## config.mk

```make
export PLATFORM = sky130hd
export DESIGN_NAME = asl_top
export DESIGN_NICKNAME = d
export VERILOG_FILES = /design/src/rtl/asl_pkg.sv /design/src/rtl/asl_top.sv /design/src/rtl/asl_link_fsm.sv /design/src/rtl/asl_cal_fsm.sv
export SDC_FILE = /design/constraint.sdc
export NUM_CORES = 1
export LEC_CHECK = 0
export BUFFER_PORTS_ARGS = -buffer_cell sky130_fd_sc_hd__buf_2
export CORE_MARGIN = 2
export CORE_UTILIZATION = 59
export CTS_CLUSTER_SIZE = 20
export DETAILED_ROUTE_END_ITERATION = 10
export PLACE_DENSITY_LB_ADDON = 0.08
export REMOVE_ABC_BUFFERS = 1
export SLEW_MARGIN = 15
export SYNTH_ARGS = -nofsm -noshare
export SYNTH_HDL_FRONTEND = slang
export SYNTH_SLANG_ARGS = --single-unit
```

## constraint.sdc

```tcl
create_clock -name clk_in -period 3.85 [get_ports clk_in]
set_input_delay 0.9625 -clock clk_in [delete_from_list [all_inputs] [get_ports clk_in]]
set_output_delay 0.9625 -clock clk_in [all_outputs]
set_load 0.02 [all_outputs]
```

## src/rtl/asl_pkg.sv

```systemverilog
package asl_pkg;
    // ****************************************
    // Register byte offsets
    // ****************************************
    localparam logic [11:0] ASL_OFF_RESET = 12'h000;
    localparam logic [11:0] ASL_OFF_LINK_EN = 12'h004;
    localparam logic [11:0] ASL_OFF_CAL_EN = 12'h008;
    localparam logic [11:0] ASL_OFF_LINK_CFG = 12'h00c;
    localparam logic [11:0] ASL_OFF_CAL_CFG = 12'h010;
    localparam logic [11:0] ASL_OFF_OVR_CFG = 12'h014;
    localparam logic [11:0] ASL_OFF_CAL_TRIG = 12'h018;
    localparam logic [11:0] ASL_OFF_STATUS = 12'h01c;

    // ****************************************
    // Field positions and widths
    // ****************************************
    localparam int ASL_MODE_W = 5;
    localparam int ASL_KM1_W = 8;
    localparam int ASL_KM1_LSB = 8;
    localparam int ASL_SYNC_SEL_BIT = 16;
    localparam int ASL_CAL_BG_BIT = 0;
    localparam int ASL_CAL_OFS_BIT = 1;
    localparam int ASL_OVERRANGE_DETECT_ENABLE_BIT = 0;
    localparam int ASL_OVR_THR_LSB = 8;
    localparam int ASL_OVR_THR_W = 8;

    // ****************************************
    // Reset values
    // ****************************************
    localparam logic ASL_LINK_EN_RST = 1'b1;
    localparam logic ASL_CAL_EN_RST = 1'b1;
    localparam logic [4:0] ASL_MODE_RST = 5'h00;
    localparam logic [7:0] ASL_KM1_RST = 8'h1f;

    // ****************************************
    // Timing
    // ****************************************
    localparam int ASL_CLK_MHZ = 50;
    localparam int ASL_SRST_WAIT_NS = 1000;
    localparam int ASL_SRST_CYC = (ASL_SRST_WAIT_NS * ASL_CLK_MHZ + 999) / 1000;
    localparam int ASL_CAL_CYC = 64;
    localparam int ASL_ILA_FRAMES_PER_CNT = 4;

    // ****************************************
    // Types
    // ****************************************
    typedef struct packed {
        logic [4:0] link_format_mode;
        logic [7:0] multiframe_length_field;
        logic sync_from_timestamp;
    } asl_link_cfg_t;

    typedef enum logic [1:0] {
        ASL_LNK_HALT = 2'b00,
        ASL_LNK_CGS = 2'b01,
        ASL_LNK_ILA = 2'b11,
        ASL_LNK_DATA = 2'b10
    } asl_link_state_t;

    typedef enum logic [1:0] {
        ASL_CAL_IDLE = 2'b00,
        ASL_CAL_RUN = 2'b01,
        ASL_CAL_DONE = 2'b11
    } asl_cal_state_t;
endpackage

```

## src/rtl/asl_top.sv

```systemverilog
// Notes on behaviour
// - Link enable zero halts link machine
// - Calibration enable zero halts calibration machine
// - Calibration enable one starts calibration machine in background mode; otherwise it waits for a trigger edge
// - Link enable one restarts link machine
// - Link states follow receiver sync request
// - Zero-to-one on trigger launches calibration
//
// The register offsets and the AXI4-Lite slave port are this design's own decisions.
module asl_top
    import asl_pkg::*;
(
    // Clock and reset
    input wire logic clk_in,
    input wire logic sys_rst_in,
    // AXI4-Lite write address
    input wire logic [11:0] s_axi_awaddr_in,
    input wire logic s_axi_awvalid_in,
    output logic s_axi_awready_out,
    // AXI4-Lite write data
    input wire logic [31:0] s_axi_wdata_in,
    input wire logic [3:0] s_axi_wstrb_in,
    input wire logic s_axi_wvalid_in,
    output logic s_axi_wready_out,
    // AXI4-Lite write response
    output logic [1:0] s_axi_bresp_out,
    output logic s_axi_bvalid_out,
    input wire logic s_axi_bready_in,
    // AXI4-Lite read address
    input wire logic [11:0] s_axi_araddr_in,
    input wire logic s_axi_arvalid_in,
    output logic s_axi_arready_out,
    // AXI4-Lite read data
    output logic [31:0] s_axi_rdata_out,
    output logic [1:0] s_axi_rresp_out,
    output logic s_axi_rvalid_out,
    input wire logic s_axi_rready_in,
    // Sync request pins, active low on the wire
    input wire logic sync_se_n_in,
    input wire logic sync_ts_n_in,
    // Status
    output logic link_up_out,
    output logic cal_busy_out,
    output logic overrange_enable_out
);
    // ****************************************
    // Pin synchronisers
    // ****************************************
    logic [1:0] se_meta, se_sync;
    logic [1:0] next_se_sync;

    // Both sync pins come from the receiver's domain
    always_comb begin
        next_se_sync = {sync_ts_n_in, sync_se_n_in};
    end

    always_ff @(posedge clk_in) begin
        if (sys_rst_in) begin
            se_meta <= 2'b11;
            se_sync <= 2'b11;
        end else begin
            se_meta <= next_se_sync;
            se_sync <= se_meta;
        end
    end

    // ****************************************
    // Register state
    // ****************************************
    logic link_en, next_link_en;
    logic cal_en, next_cal_en;
    asl_link_cfg_t link_cfg, next_link_cfg;
    logic cal_bg, next_cal_bg;
    logic cal_ofs, next_cal_ofs;
    logic overrange_detect_enable, next_overrange_detect_enable;
    logic [7:0] ovr_thr, next_ovr_thr;
    logic cal_trig, next_cal_trig;
    logic [5:0] srst_cnt, next_srst_cnt;
    logic srst_active;

    // ****************************************
    // AXI4-Lite slave
    // ****************************************
    logic aw_held, next_aw_held;
    logic w_held, next_w_held;
    logic [11:0] aw_addr, next_aw_addr;
    logic [31:0] w_data, next_w_data;
    logic [3:0] w_strb, next_w_strb;
    logic bvalid, next_bvalid;
    logic [1:0] bresp, next_bresp;
    logic rvalid, next_rvalid;
    logic [31:0] rdata, next_rdata;
    logic [1:0] rresp, next_rresp;
    logic do_write;
    asl_link_state_t lnk_state;
    asl_cal_state_t cal_state;
    logic cal_busy;
    logic [7:0] lnk_frame;

    function automatic logic mapped(input logic [11:0] a);
        mapped = (a[1:0] == 2'b00) && (a <= ASL_OFF_STATUS);
    endfunction

    assign s_axi_awready_out = !aw_held && !bvalid;
    assign s_axi_wready_out = !w_held && !bvalid;
    assign s_axi_arready_out = !rvalid;
    assign do_write = (aw_held || s_axi_awvalid_in) && (w_held || s_axi_wvalid_in) && !bvalid;

    always_comb begin
        logic [11:0] wa;
        logic [31:0] wd;
        logic [3:0] ws;
        wa = aw_held ? aw_addr : s_axi_awaddr_in;
        wd = w_held ? w_data : s_axi_wdata_in;
        ws = w_held ? w_strb : s_axi_wstrb_in;
        next_aw_held = aw_held;
        next_w_held = w_held;
        next_aw_addr = aw_addr;
        next_w_data = w_data;
        next_w_strb = w_strb;
        next_bvalid = bvalid && !s_axi_bready_in;
        next_bresp = bresp;
        next_link_en = link_en;
        next_cal_en = cal_en;
        next_link_cfg = link_cfg;
        next_cal_bg = cal_bg;
        next_cal_ofs = cal_ofs;
        next_overrange_detect_enable = overrange_detect_enable;
        next_ovr_thr = ovr_thr;
        next_cal_trig = cal_trig;
        next_srst_cnt = (srst_cnt != 6'h00) ? srst_cnt - 6'h01 : 6'h00;
        if (s_axi_awvalid_in && s_axi_awready_out) begin
            next_aw_held = 1'b1;
            next_aw_addr = s_axi_awaddr_in;
        end
        if (s_axi_wvalid_in && s_axi_wready_out) begin
            next_w_held = 1'b1;
            next_w_data = s_axi_wdata_in;
            next_w_strb = s_axi_wstrb_in;
        end
        if (do_write) begin
            next_aw_held = 1'b0;
            next_w_held = 1'b0;
            next_bvalid = 1'b1;
            next_bresp = mapped(wa) ? 2'b00 : 2'b10;
            // Writes during the reset wait are accepted but dropped
            if (!srst_active) begin
                unique case (wa)
                    ASL_OFF_RESET: begin
                        if (ws[0] && wd[0]) begin
                            next_srst_cnt = 6'(ASL_SRST_CYC);
                            next_link_en = ASL_LINK_EN_RST;
                            next_cal_en = ASL_CAL_EN_RST;
                            next_link_cfg = '{ASL_MODE_RST, ASL_KM1_RST, 1'b0};
                            next_cal_bg = 1'b0;
                            next_cal_ofs = 1'b0;
                            next_overrange_detect_enable = 1'b0;
                            next_ovr_thr = 8'h00;
                            next_cal_trig = 1'b0;
                        end
                    end
                    ASL_OFF_LINK_EN: if (ws[0]) next_link_en = wd[0];
                    ASL_OFF_CAL_EN: if (ws[0]) next_cal_en = wd[0];
                    ASL_OFF_LINK_CFG: begin
                        // Link settings only change while the link machine is halted
                        if (!link_en) begin
                            if (ws[0]) next_link_cfg.link_format_mode = wd[ASL_MODE_W-1:0];
                            if (ws[1]) begin
                                next_link_cfg.multiframe_length_field =
                                    wd[ASL_KM1_LSB +: ASL_KM1_W];
                            end
                            if (ws[2]) next_link_cfg.sync_from_timestamp = wd[ASL_SYNC_SEL_BIT];
                        end
                    end
                    ASL_OFF_CAL_CFG: begin
                        if (!cal_en && ws[0]) begin
                            next_cal_bg = wd[ASL_CAL_BG_BIT];
                            next_cal_ofs = wd[ASL_CAL_OFS_BIT];
                        end
                    end
                    ASL_OFF_OVR_CFG: begin
                        if (ws[0]) next_overrange_detect_enable = wd[ASL_OVERRANGE_DETECT_ENABLE_BIT];
                        if (ws[1]) next_ovr_thr = wd[ASL_OVR_THR_LSB +: ASL_OVR_THR_W];
                    end
                    ASL_OFF_CAL_TRIG: if (ws[0]) next_cal_trig = wd[0];
                    default: begin
                    end
                endcase
            end
        end
    end

    always_comb begin
        next_rvalid = rvalid && !s_axi_rready_in;
        next_rdata = rdata;
        next_rresp = rresp;
        if (s_axi_arvalid_in && s_axi_arready_out) begin
            next_rvalid = 1'b1;
            next_rresp = mapped(s_axi_araddr_in) ? 2'b00 : 2'b10;
            next_rdata = 32'h0000_0000;
            unique case (s_axi_araddr_in)
                ASL_OFF_RESET: next_rdata[0] = srst_active;
                ASL_OFF_LINK_EN: next_rdata[0] = link_en;
                ASL_OFF_CAL_EN: next_rdata[0] = cal_en;
                ASL_OFF_LINK_CFG: begin
                    next_rdata[ASL_MODE_W-1:0] = link_cfg.link_format_mode;
                    next_rdata[ASL_KM1_LSB +: ASL_KM1_W] = link_cfg.multiframe_length_field;
                    next_rdata[ASL_SYNC_SEL_BIT] = link_cfg.sync_from_timestamp;
                end
                ASL_OFF_CAL_CFG: begin
                    next_rdata[ASL_CAL_BG_BIT] = cal_bg;
                    next_rdata[ASL_CAL_OFS_BIT] = cal_ofs;
                end
                ASL_OFF_OVR_CFG: begin
                    next_rdata[ASL_OVERRANGE_DETECT_ENABLE_BIT] = overrange_detect_enable;
                    next_rdata[ASL_OVR_THR_LSB +: ASL_OVR_THR_W] = ovr_thr;
                end
                ASL_OFF_CAL_TRIG: next_rdata[0] = cal_trig;
                ASL_OFF_STATUS: next_rdata = {8'h00, lnk_frame, 11'h000, cal_busy,
                    cal_state, lnk_state};
                default: begin
                end
            endcase
        end
    end

    always_ff @(posedge clk_in) begin
        if (sys_rst_in) begin
            aw_held <= 1'b0;
            w_held <= 1'b0;
            aw_addr <= 12'h000;
            w_data <= 32'h0000_0000;
            w_strb <= 4'h0;
            bvalid <= 1'b0;
            bresp <= 2'b00;
            rvalid <= 1'b0;
            rdata <= 32'h0000_0000;
            rresp <= 2'b00;
            link_en <= ASL_LINK_EN_RST;
            cal_en <= ASL_CAL_EN_RST;
            link_cfg <= '{ASL_MODE_RST, ASL_KM1_RST, 1'b0};
            cal_bg <= 1'b0;
            cal_ofs <= 1'b0;
            overrange_detect_enable <= 1'b0;
            ovr_thr <= 8'h00;
            cal_trig <= 1'b0;
            srst_cnt <= 6'h00;
        end else begin
            aw_held <= next_aw_held;
            w_held <= next_w_held;
            aw_addr <= next_aw_addr;
            w_data <= next_w_data;
            w_strb <= next_w_strb;
            bvalid <= next_bvalid;
            bresp <= next_bresp;
            rvalid <= next_rvalid;
            rdata <= next_rdata;
            rresp <= next_rresp;
            link_en <= next_link_en;
            cal_en <= next_cal_en;
            link_cfg <= next_link_cfg;
            cal_bg <= next_cal_bg;
            cal_ofs <= next_cal_ofs;
            overrange_detect_enable <= next_overrange_detect_enable;
            ovr_thr <= next_ovr_thr;
            cal_trig <= next_cal_trig;
            srst_cnt <= next_srst_cnt;
        end
    end

    assign srst_active = (srst_cnt != 6'h00);
    assign s_axi_bvalid_out = bvalid;
    assign s_axi_bresp_out = bresp;
    assign s_axi_rvalid_out = rvalid;
    assign s_axi_rdata_out = rdata;
    assign s_axi_rresp_out = rresp;

    // ****************************************
    // State machines
    // ****************************************
    logic sync_req;

    // Sync source chosen by configuration; pins are active low
    assign sync_req = link_cfg.sync_from_timestamp ? !se_sync[1] : !se_sync[0];

    asl_link_fsm u_link (
        .clk_in(clk_in),
        .sys_rst_in(sys_rst_in),
        .enable_in(link_en && !srst_active),
        .cfg_in(link_cfg),
        .sync_req_in(sync_req),
        .state_out(lnk_state),
        .frame_out(lnk_frame)
    );

    asl_cal_fsm u_cal (
        .clk_in(clk_in),
        .sys_rst_in(sys_rst_in),
        .enable_in(cal_en && !srst_active),
        .background_in(cal_bg),
        .trig_in(cal_trig),
        .state_out(cal_state),
        .busy_out(cal_busy)
    );

    assign link_up_out = (lnk_state == ASL_LNK_DATA);
    assign cal_busy_out = cal_busy;
    assign overrange_enable_out = overrange_detect_enable;
endmodule

```

## src/rtl/asl_link_fsm.sv

```systemverilog
module asl_link_fsm
    import asl_pkg::*;
(
    // Clock and reset
    input wire logic clk_in,
    input wire logic sys_rst_in,
    // Control
    input wire logic enable_in,
    input wire asl_link_cfg_t cfg_in,
    input wire logic sync_req_in,
    // Status
    output asl_link_state_t state_out,
    output logic [7:0] frame_out
);
    // ****************************************
    // Link state machine
    // ****************************************
    asl_link_state_t state, next_state;
    logic [7:0] frame, next_frame;
    logic [1:0] ila_mf, next_ila_mf;

    always_comb begin
        next_state = state;
        next_frame = frame;
        next_ila_mf = ila_mf;
        if (!enable_in) begin
            next_state = ASL_LNK_HALT;
            next_frame = 8'h00;
            next_ila_mf = 2'h0;
        end else begin
            next_frame = (frame == cfg_in.multiframe_length_field) ? 8'h00 : frame + 8'h01;
            unique case (state)
                ASL_LNK_HALT: begin
                    next_state = ASL_LNK_CGS;
                    next_frame = 8'h00;
                end
                ASL_LNK_CGS: begin
                    if (!sync_req_in) begin
                        next_state = ASL_LNK_ILA;
                        next_frame = 8'h00;
                        next_ila_mf = 2'h0;
                    end
                end
                ASL_LNK_ILA: begin
                    if (sync_req_in) begin
                        next_state = ASL_LNK_CGS;
                    end else if (frame == cfg_in.multiframe_length_field) begin
                        next_ila_mf = ila_mf + 2'h1;
                        if (ila_mf == 2'(ASL_ILA_FRAMES_PER_CNT - 1)) begin
                            next_state = ASL_LNK_DATA;
                        end
                    end
                end
                ASL_LNK_DATA: begin
                    if (sync_req_in) begin
                        next_state = ASL_LNK_CGS;
                    end
                end
            endcase
        end
    end

    always_ff @(posedge clk_in) begin
        if (sys_rst_in) begin
            state <= ASL_LNK_HALT;
            frame <= 8'h00;
            ila_mf <= 2'h0;
        end else begin
            state <= next_state;
            frame <= next_frame;
            ila_mf <= next_ila_mf;
        end
    end

    assign state_out = state;
    assign frame_out = frame;
endmodule

```

## src/rtl/asl_cal_fsm.sv

```systemverilog
module asl_cal_fsm
    import asl_pkg::*;
(
    // Clock and reset
    input wire logic clk_in,
    input wire logic sys_rst_in,
    // Control
    input wire logic enable_in,
    input wire logic background_in,
    input wire logic trig_in,
    // Status
    output asl_cal_state_t state_out,
    output logic busy_out
);
    // ****************************************
    // Calibration state machine
    // ****************************************
    asl_cal_state_t state, next_state;
    logic [6:0] cnt, next_cnt;
    logic trig_d, next_trig_d;
    logic launch;

    // The trigger launches only on a rising edge; a level held at one does not retrigger
    assign launch = trig_in && !trig_d;

    always_comb begin
        next_state = state;
        next_cnt = cnt;
        next_trig_d = trig_in;
        if (!enable_in) begin
            next_state = ASL_CAL_IDLE;
            next_cnt = 7'h00;
        end else begin
            unique case (state)
                ASL_CAL_IDLE, ASL_CAL_DONE: begin
                    if (launch || (background_in && state == ASL_CAL_IDLE)) begin
                        next_state = ASL_CAL_RUN;
                        next_cnt = 7'h00;
                    end
                end
                ASL_CAL_RUN: begin
                    next_cnt = cnt + 7'h01;
                    if (cnt == 7'(ASL_CAL_CYC - 1)) begin
                        next_state = background_in ? ASL_CAL_IDLE : ASL_CAL_DONE;
                    end
                end
                default: next_state = ASL_CAL_IDLE;
            endcase
        end
    end

    always_ff @(posedge clk_in) begin
        if (sys_rst_in) begin
            state <= ASL_CAL_IDLE;
            cnt <= 7'h00;
            trig_d <= 1'b0;
        end else begin
            state <= next_state;
            cnt <= next_cnt;
            trig_d <= next_trig_d;
        end
    end

    assign state_out = state;
    assign busy_out = (state == ASL_CAL_RUN);
endmodule

```

==> impl_results.md <==
* DRT Pass-1 Iters at 5
* Max H-tree Level at 4
* Critical path depth at 5
* Number of synthesized register bits at 116
* WHS Endpoint: se_sync[0]$_SDFF_PP1_
* Setup violators final at 0
* Largest net degree at the start of global routing at 39
* Crit-path max cell delay at 0.99 ns
* Most used DFF post-synth: dfxtp_1
* P&R area growth vs syn at 17.94%
* Vert. Die Dim at 100.9 um
* IO Pins at 113
* Via count at 4880
* Initial antenna violation count at 0
* Core ar. at 9153 um2
* Setup slack, reg-to-reg at 0.83 ns
* Cell taking the most area after synthesis: dfxtp_1
* Vias in the first global route at 4557
* Maximum vdd drop at 0.2819 mV
* Worst-path cell chain: o22ai_1 -> nand4bb_1 -> a2111oi_2 -> nand3_1 -> o21ai_1
* Share of the synthesized area in the top cell type at 41.92%
* First-pass GRT wire length at 21.27 mm
* Via/cell ratio at 5.782
* GPL Wtd Cong at 0.9621
* Post-CTS Hold Fix Bufs at 0
* Status: finished, final reports clean
* Min Clock Period, post-route at 3.023 ns
* Clock Path Buffers at 2
* MaxCap Viol Count at 0
* Syn Std Cell Area at 5539 um2
* Rows at 35
* Worst Path Buf+Inv at 0
* ANT cells at 0
* Required @ worst endpoint at 4.29 ns
* Fillers at 719
* Residual DRC at 0
* Final period util at 78.52%
* Hold Startpoint: se_meta[0]$_SDFF_PP1_
* Relative slew slack at 38.00%
* Delay-heaviest family, CP: compound AO/OA/AOI/OAI gates
* Avg WL per Cell at 15.39 um
* Clk root buf: clkbuf_8
* Post-Synthesis Cells at 647
* Worst-margin pin slew at 0.9282 ns
* TritonCTS clock tree: yes
* Total Wirelength at 12.99 mm
* LEAKAGE at 2.569 nW
* Count leader, synth: dfxtp_1
* Min-Delay Path Class: reg2reg
* Resized Gates After CTS at 0
* Die W at 100.9 um
* Cells on worst reg2reg path at 5
* Mean Syn Cell Area at 8.561 um2
* Final hold vios at 0
* Initial Util at 60.52%
* Crit path capture type: register
* Hold Crit Depth at 1
* Sequential element share of the synthesized area at 41.92%
* Fraction of layout cells with a size suffix above 1 at 20.05%
* EDFF count, synth at 0
* CTS Sinks at 116
* Clock skew at 0.006564 ns
* Max-slew violations at 0
* Flip-flop and latch area at 2322 um2
* Synth top cells by count: dfxtp_1 (116), nand2_1 (108), nor2_1 (71)
* Ys async rst share at 0%
* Slowest cell on crit path: a2111oi_2
* IO buf count at 80
* Post-CTS setup buffers at 0
* Synth cell types at 69
* Critical R2R Launch: aw_held$_SDFFE_PP0P_
* Total negative slack at 0 ns
* R2R Path End: ovr_thr[0]$_SDFFE_PP0P_
* Grt ovf at 0
* Unrepaired setup endpoints after global routing: false
* Crit path launch type: register
* YS warnings at 0
* Fmax at 330.8 MHz
* Cts bufs inserted at 17
* DRT iter0 DRCs at 284
* CP Class: reg2reg
* Clk slew on worst S/H paths at 0.06 ns
* Top post-synthesis cells by area: dfxtp_1 (42%), nand2_1 (7.3%), nor2_1 (4.8%)
* CP arrival at 3.46 ns
* GRT Total Usage at 26.18%
* PwrDens at 529.8 nW/um2
* Fin util at 71.37%
* Die area at 10180 um2
* Area of the multi-input gates at 2994 um2
* DRT antenna net count at 0
* Clk_lat worst skew at 0.51 ns
* Max Fanout on Critical Path at 18
* Nets at 797
* HPWL after DPL at 8.953 mm
-- area by class of cell --
cell class / instances / share of cell area [%]
tap: 111 / 2.126
multi-input combinational: 491 / 45.83
clock buffer: 21 / 7.029
inverter: 10 / 0.5746
timing repair buffer: 84 / 6.589
sequential: 116 / 35.55
clock inverter: 11 / 2.298
-- metal layers --
layer	GRT usage, %	share of wire [%]	vias to the layer above
met5	0	0	-
met4	8.212	1.3	0
met3	6.103	6.6	16
met2	42.31	46	179
met1	34.86	46	2270
li1	-	-	2415
-- sequential cells by signal, indices dropped and copies added (netlist names), 2 cells and up --
| signal | flops |
|---|---|
| w_data | 14 |
| u_link.frame_out | 8 |
| aw_addr | 12 |
| u_link.state_out | 2 |
| u_link.ila_mf | 2 |
| u_cal.state_out | 2 |
| u_cal.cnt | 7 |
| w_strb | 3 |
| se_sync | 2 |
| s_axi_rdata_out | 21 |
| srst_cnt | 6 |
| se_meta | 2 |
| link_cfg | 14 |
| ovr_thr | 8 |
-- worst max-delay path by stage --
stage / end / from
6_report: ovr_thr[0]$_SDFFE_PP0P_ / aw_held$_SDFFE_PP0P_
5_1_grt: ovr_thr[0]$_SDFFE_PP0P_ / aw_held$_SDFFE_PP0P_
4_1_cts: ovr_thr[0]$_SDFFE_PP0P_ / aw_held$_SDFFE_PP0P_
3_5_place_dp: ovr_thr[0]$_SDFFE_PP0P_ / s_axi_awvalid_in
3_3_place_gp: ovr_thr[3]$_SDFFE_PP0P_ / s_axi_awaddr_in[0]
2_1_floorplan: link_cfg[12]$_SDFFE_PP0P_ / s_axi_awvalid_in
-- kinds of logic (layout without fill, tap and decap cells) --
logic type,Yosys count,in the layout,synth area share [%]
mux,42,42,8.222
flops,116,116,41.92
simple gates,269,269,23.74
xor+xnor,23,23,3.637
compound gates,136,136,15.77
fa+ha+maj,8,8,1.807
other cells,1,13,0.06770
buf+inv,52,126,4.834
-- per-stage QoR --
stage | std cells | total power, W | worst slack, ns | hold WS [ns] | area, um2
detailed placement | 812 | 0.001876 | 0.7127 | 0.3981 | 5923
global placement | 812 | 0.001858 | 0.7869 | 0.3998 | 5923
CTS | 844 | 0.003471 | 0.8299 | 0.4283 | 6533
finish | 844 | 0.003461 | 0.8269 | 0.4266 | 6533
floorplan | 617 | 0.001704 | 1.168 | 0.3895 | 5354
global route | 844 | 0.003600 | 0.5854 | 0.4433 | 6533
-- layout by cell type (no fill, tap or decap), types with 9 or more instances in the layout --
| cell | Yosys | final |
|---|---|---|
| o21ai_1 | 10 | 10 |
| o21ai_0 | 25 | 25 |
| clkbuf_16 | 0 | 16 |
| nor4_1 | 10 | 10 |
| dfxtp_1 | 116 | 116 |
| buf_2 | 1 | 80 |
| mux2i_1 | 26 | 26 |
| conb_1 | 1 | 13 |
| and2_1 | 9 | 9 |
| nand2_1 | 108 | 108 |
| a22oi_1 | 11 | 11 |
| mux2_2 | 14 | 14 |
| inv_1 | 10 | 10 |
| a21oi_1 | 40 | 40 |
| nor2_1 | 71 | 71 |
| xor2_1 | 16 | 16 |
| nand3_1 | 14 | 14 |
-- where the power goes --
part	leakage (nW)	internal, W	switching [W]
Sequential	0.944	0.00128	0.0000600
Combinational	1.33	0.000194	0.000330
Clock	0.295	0.00104	0.000560
Total	2.57	0.00251	0.000951
No activity file was read; power rests on OpenSTA's default activity.
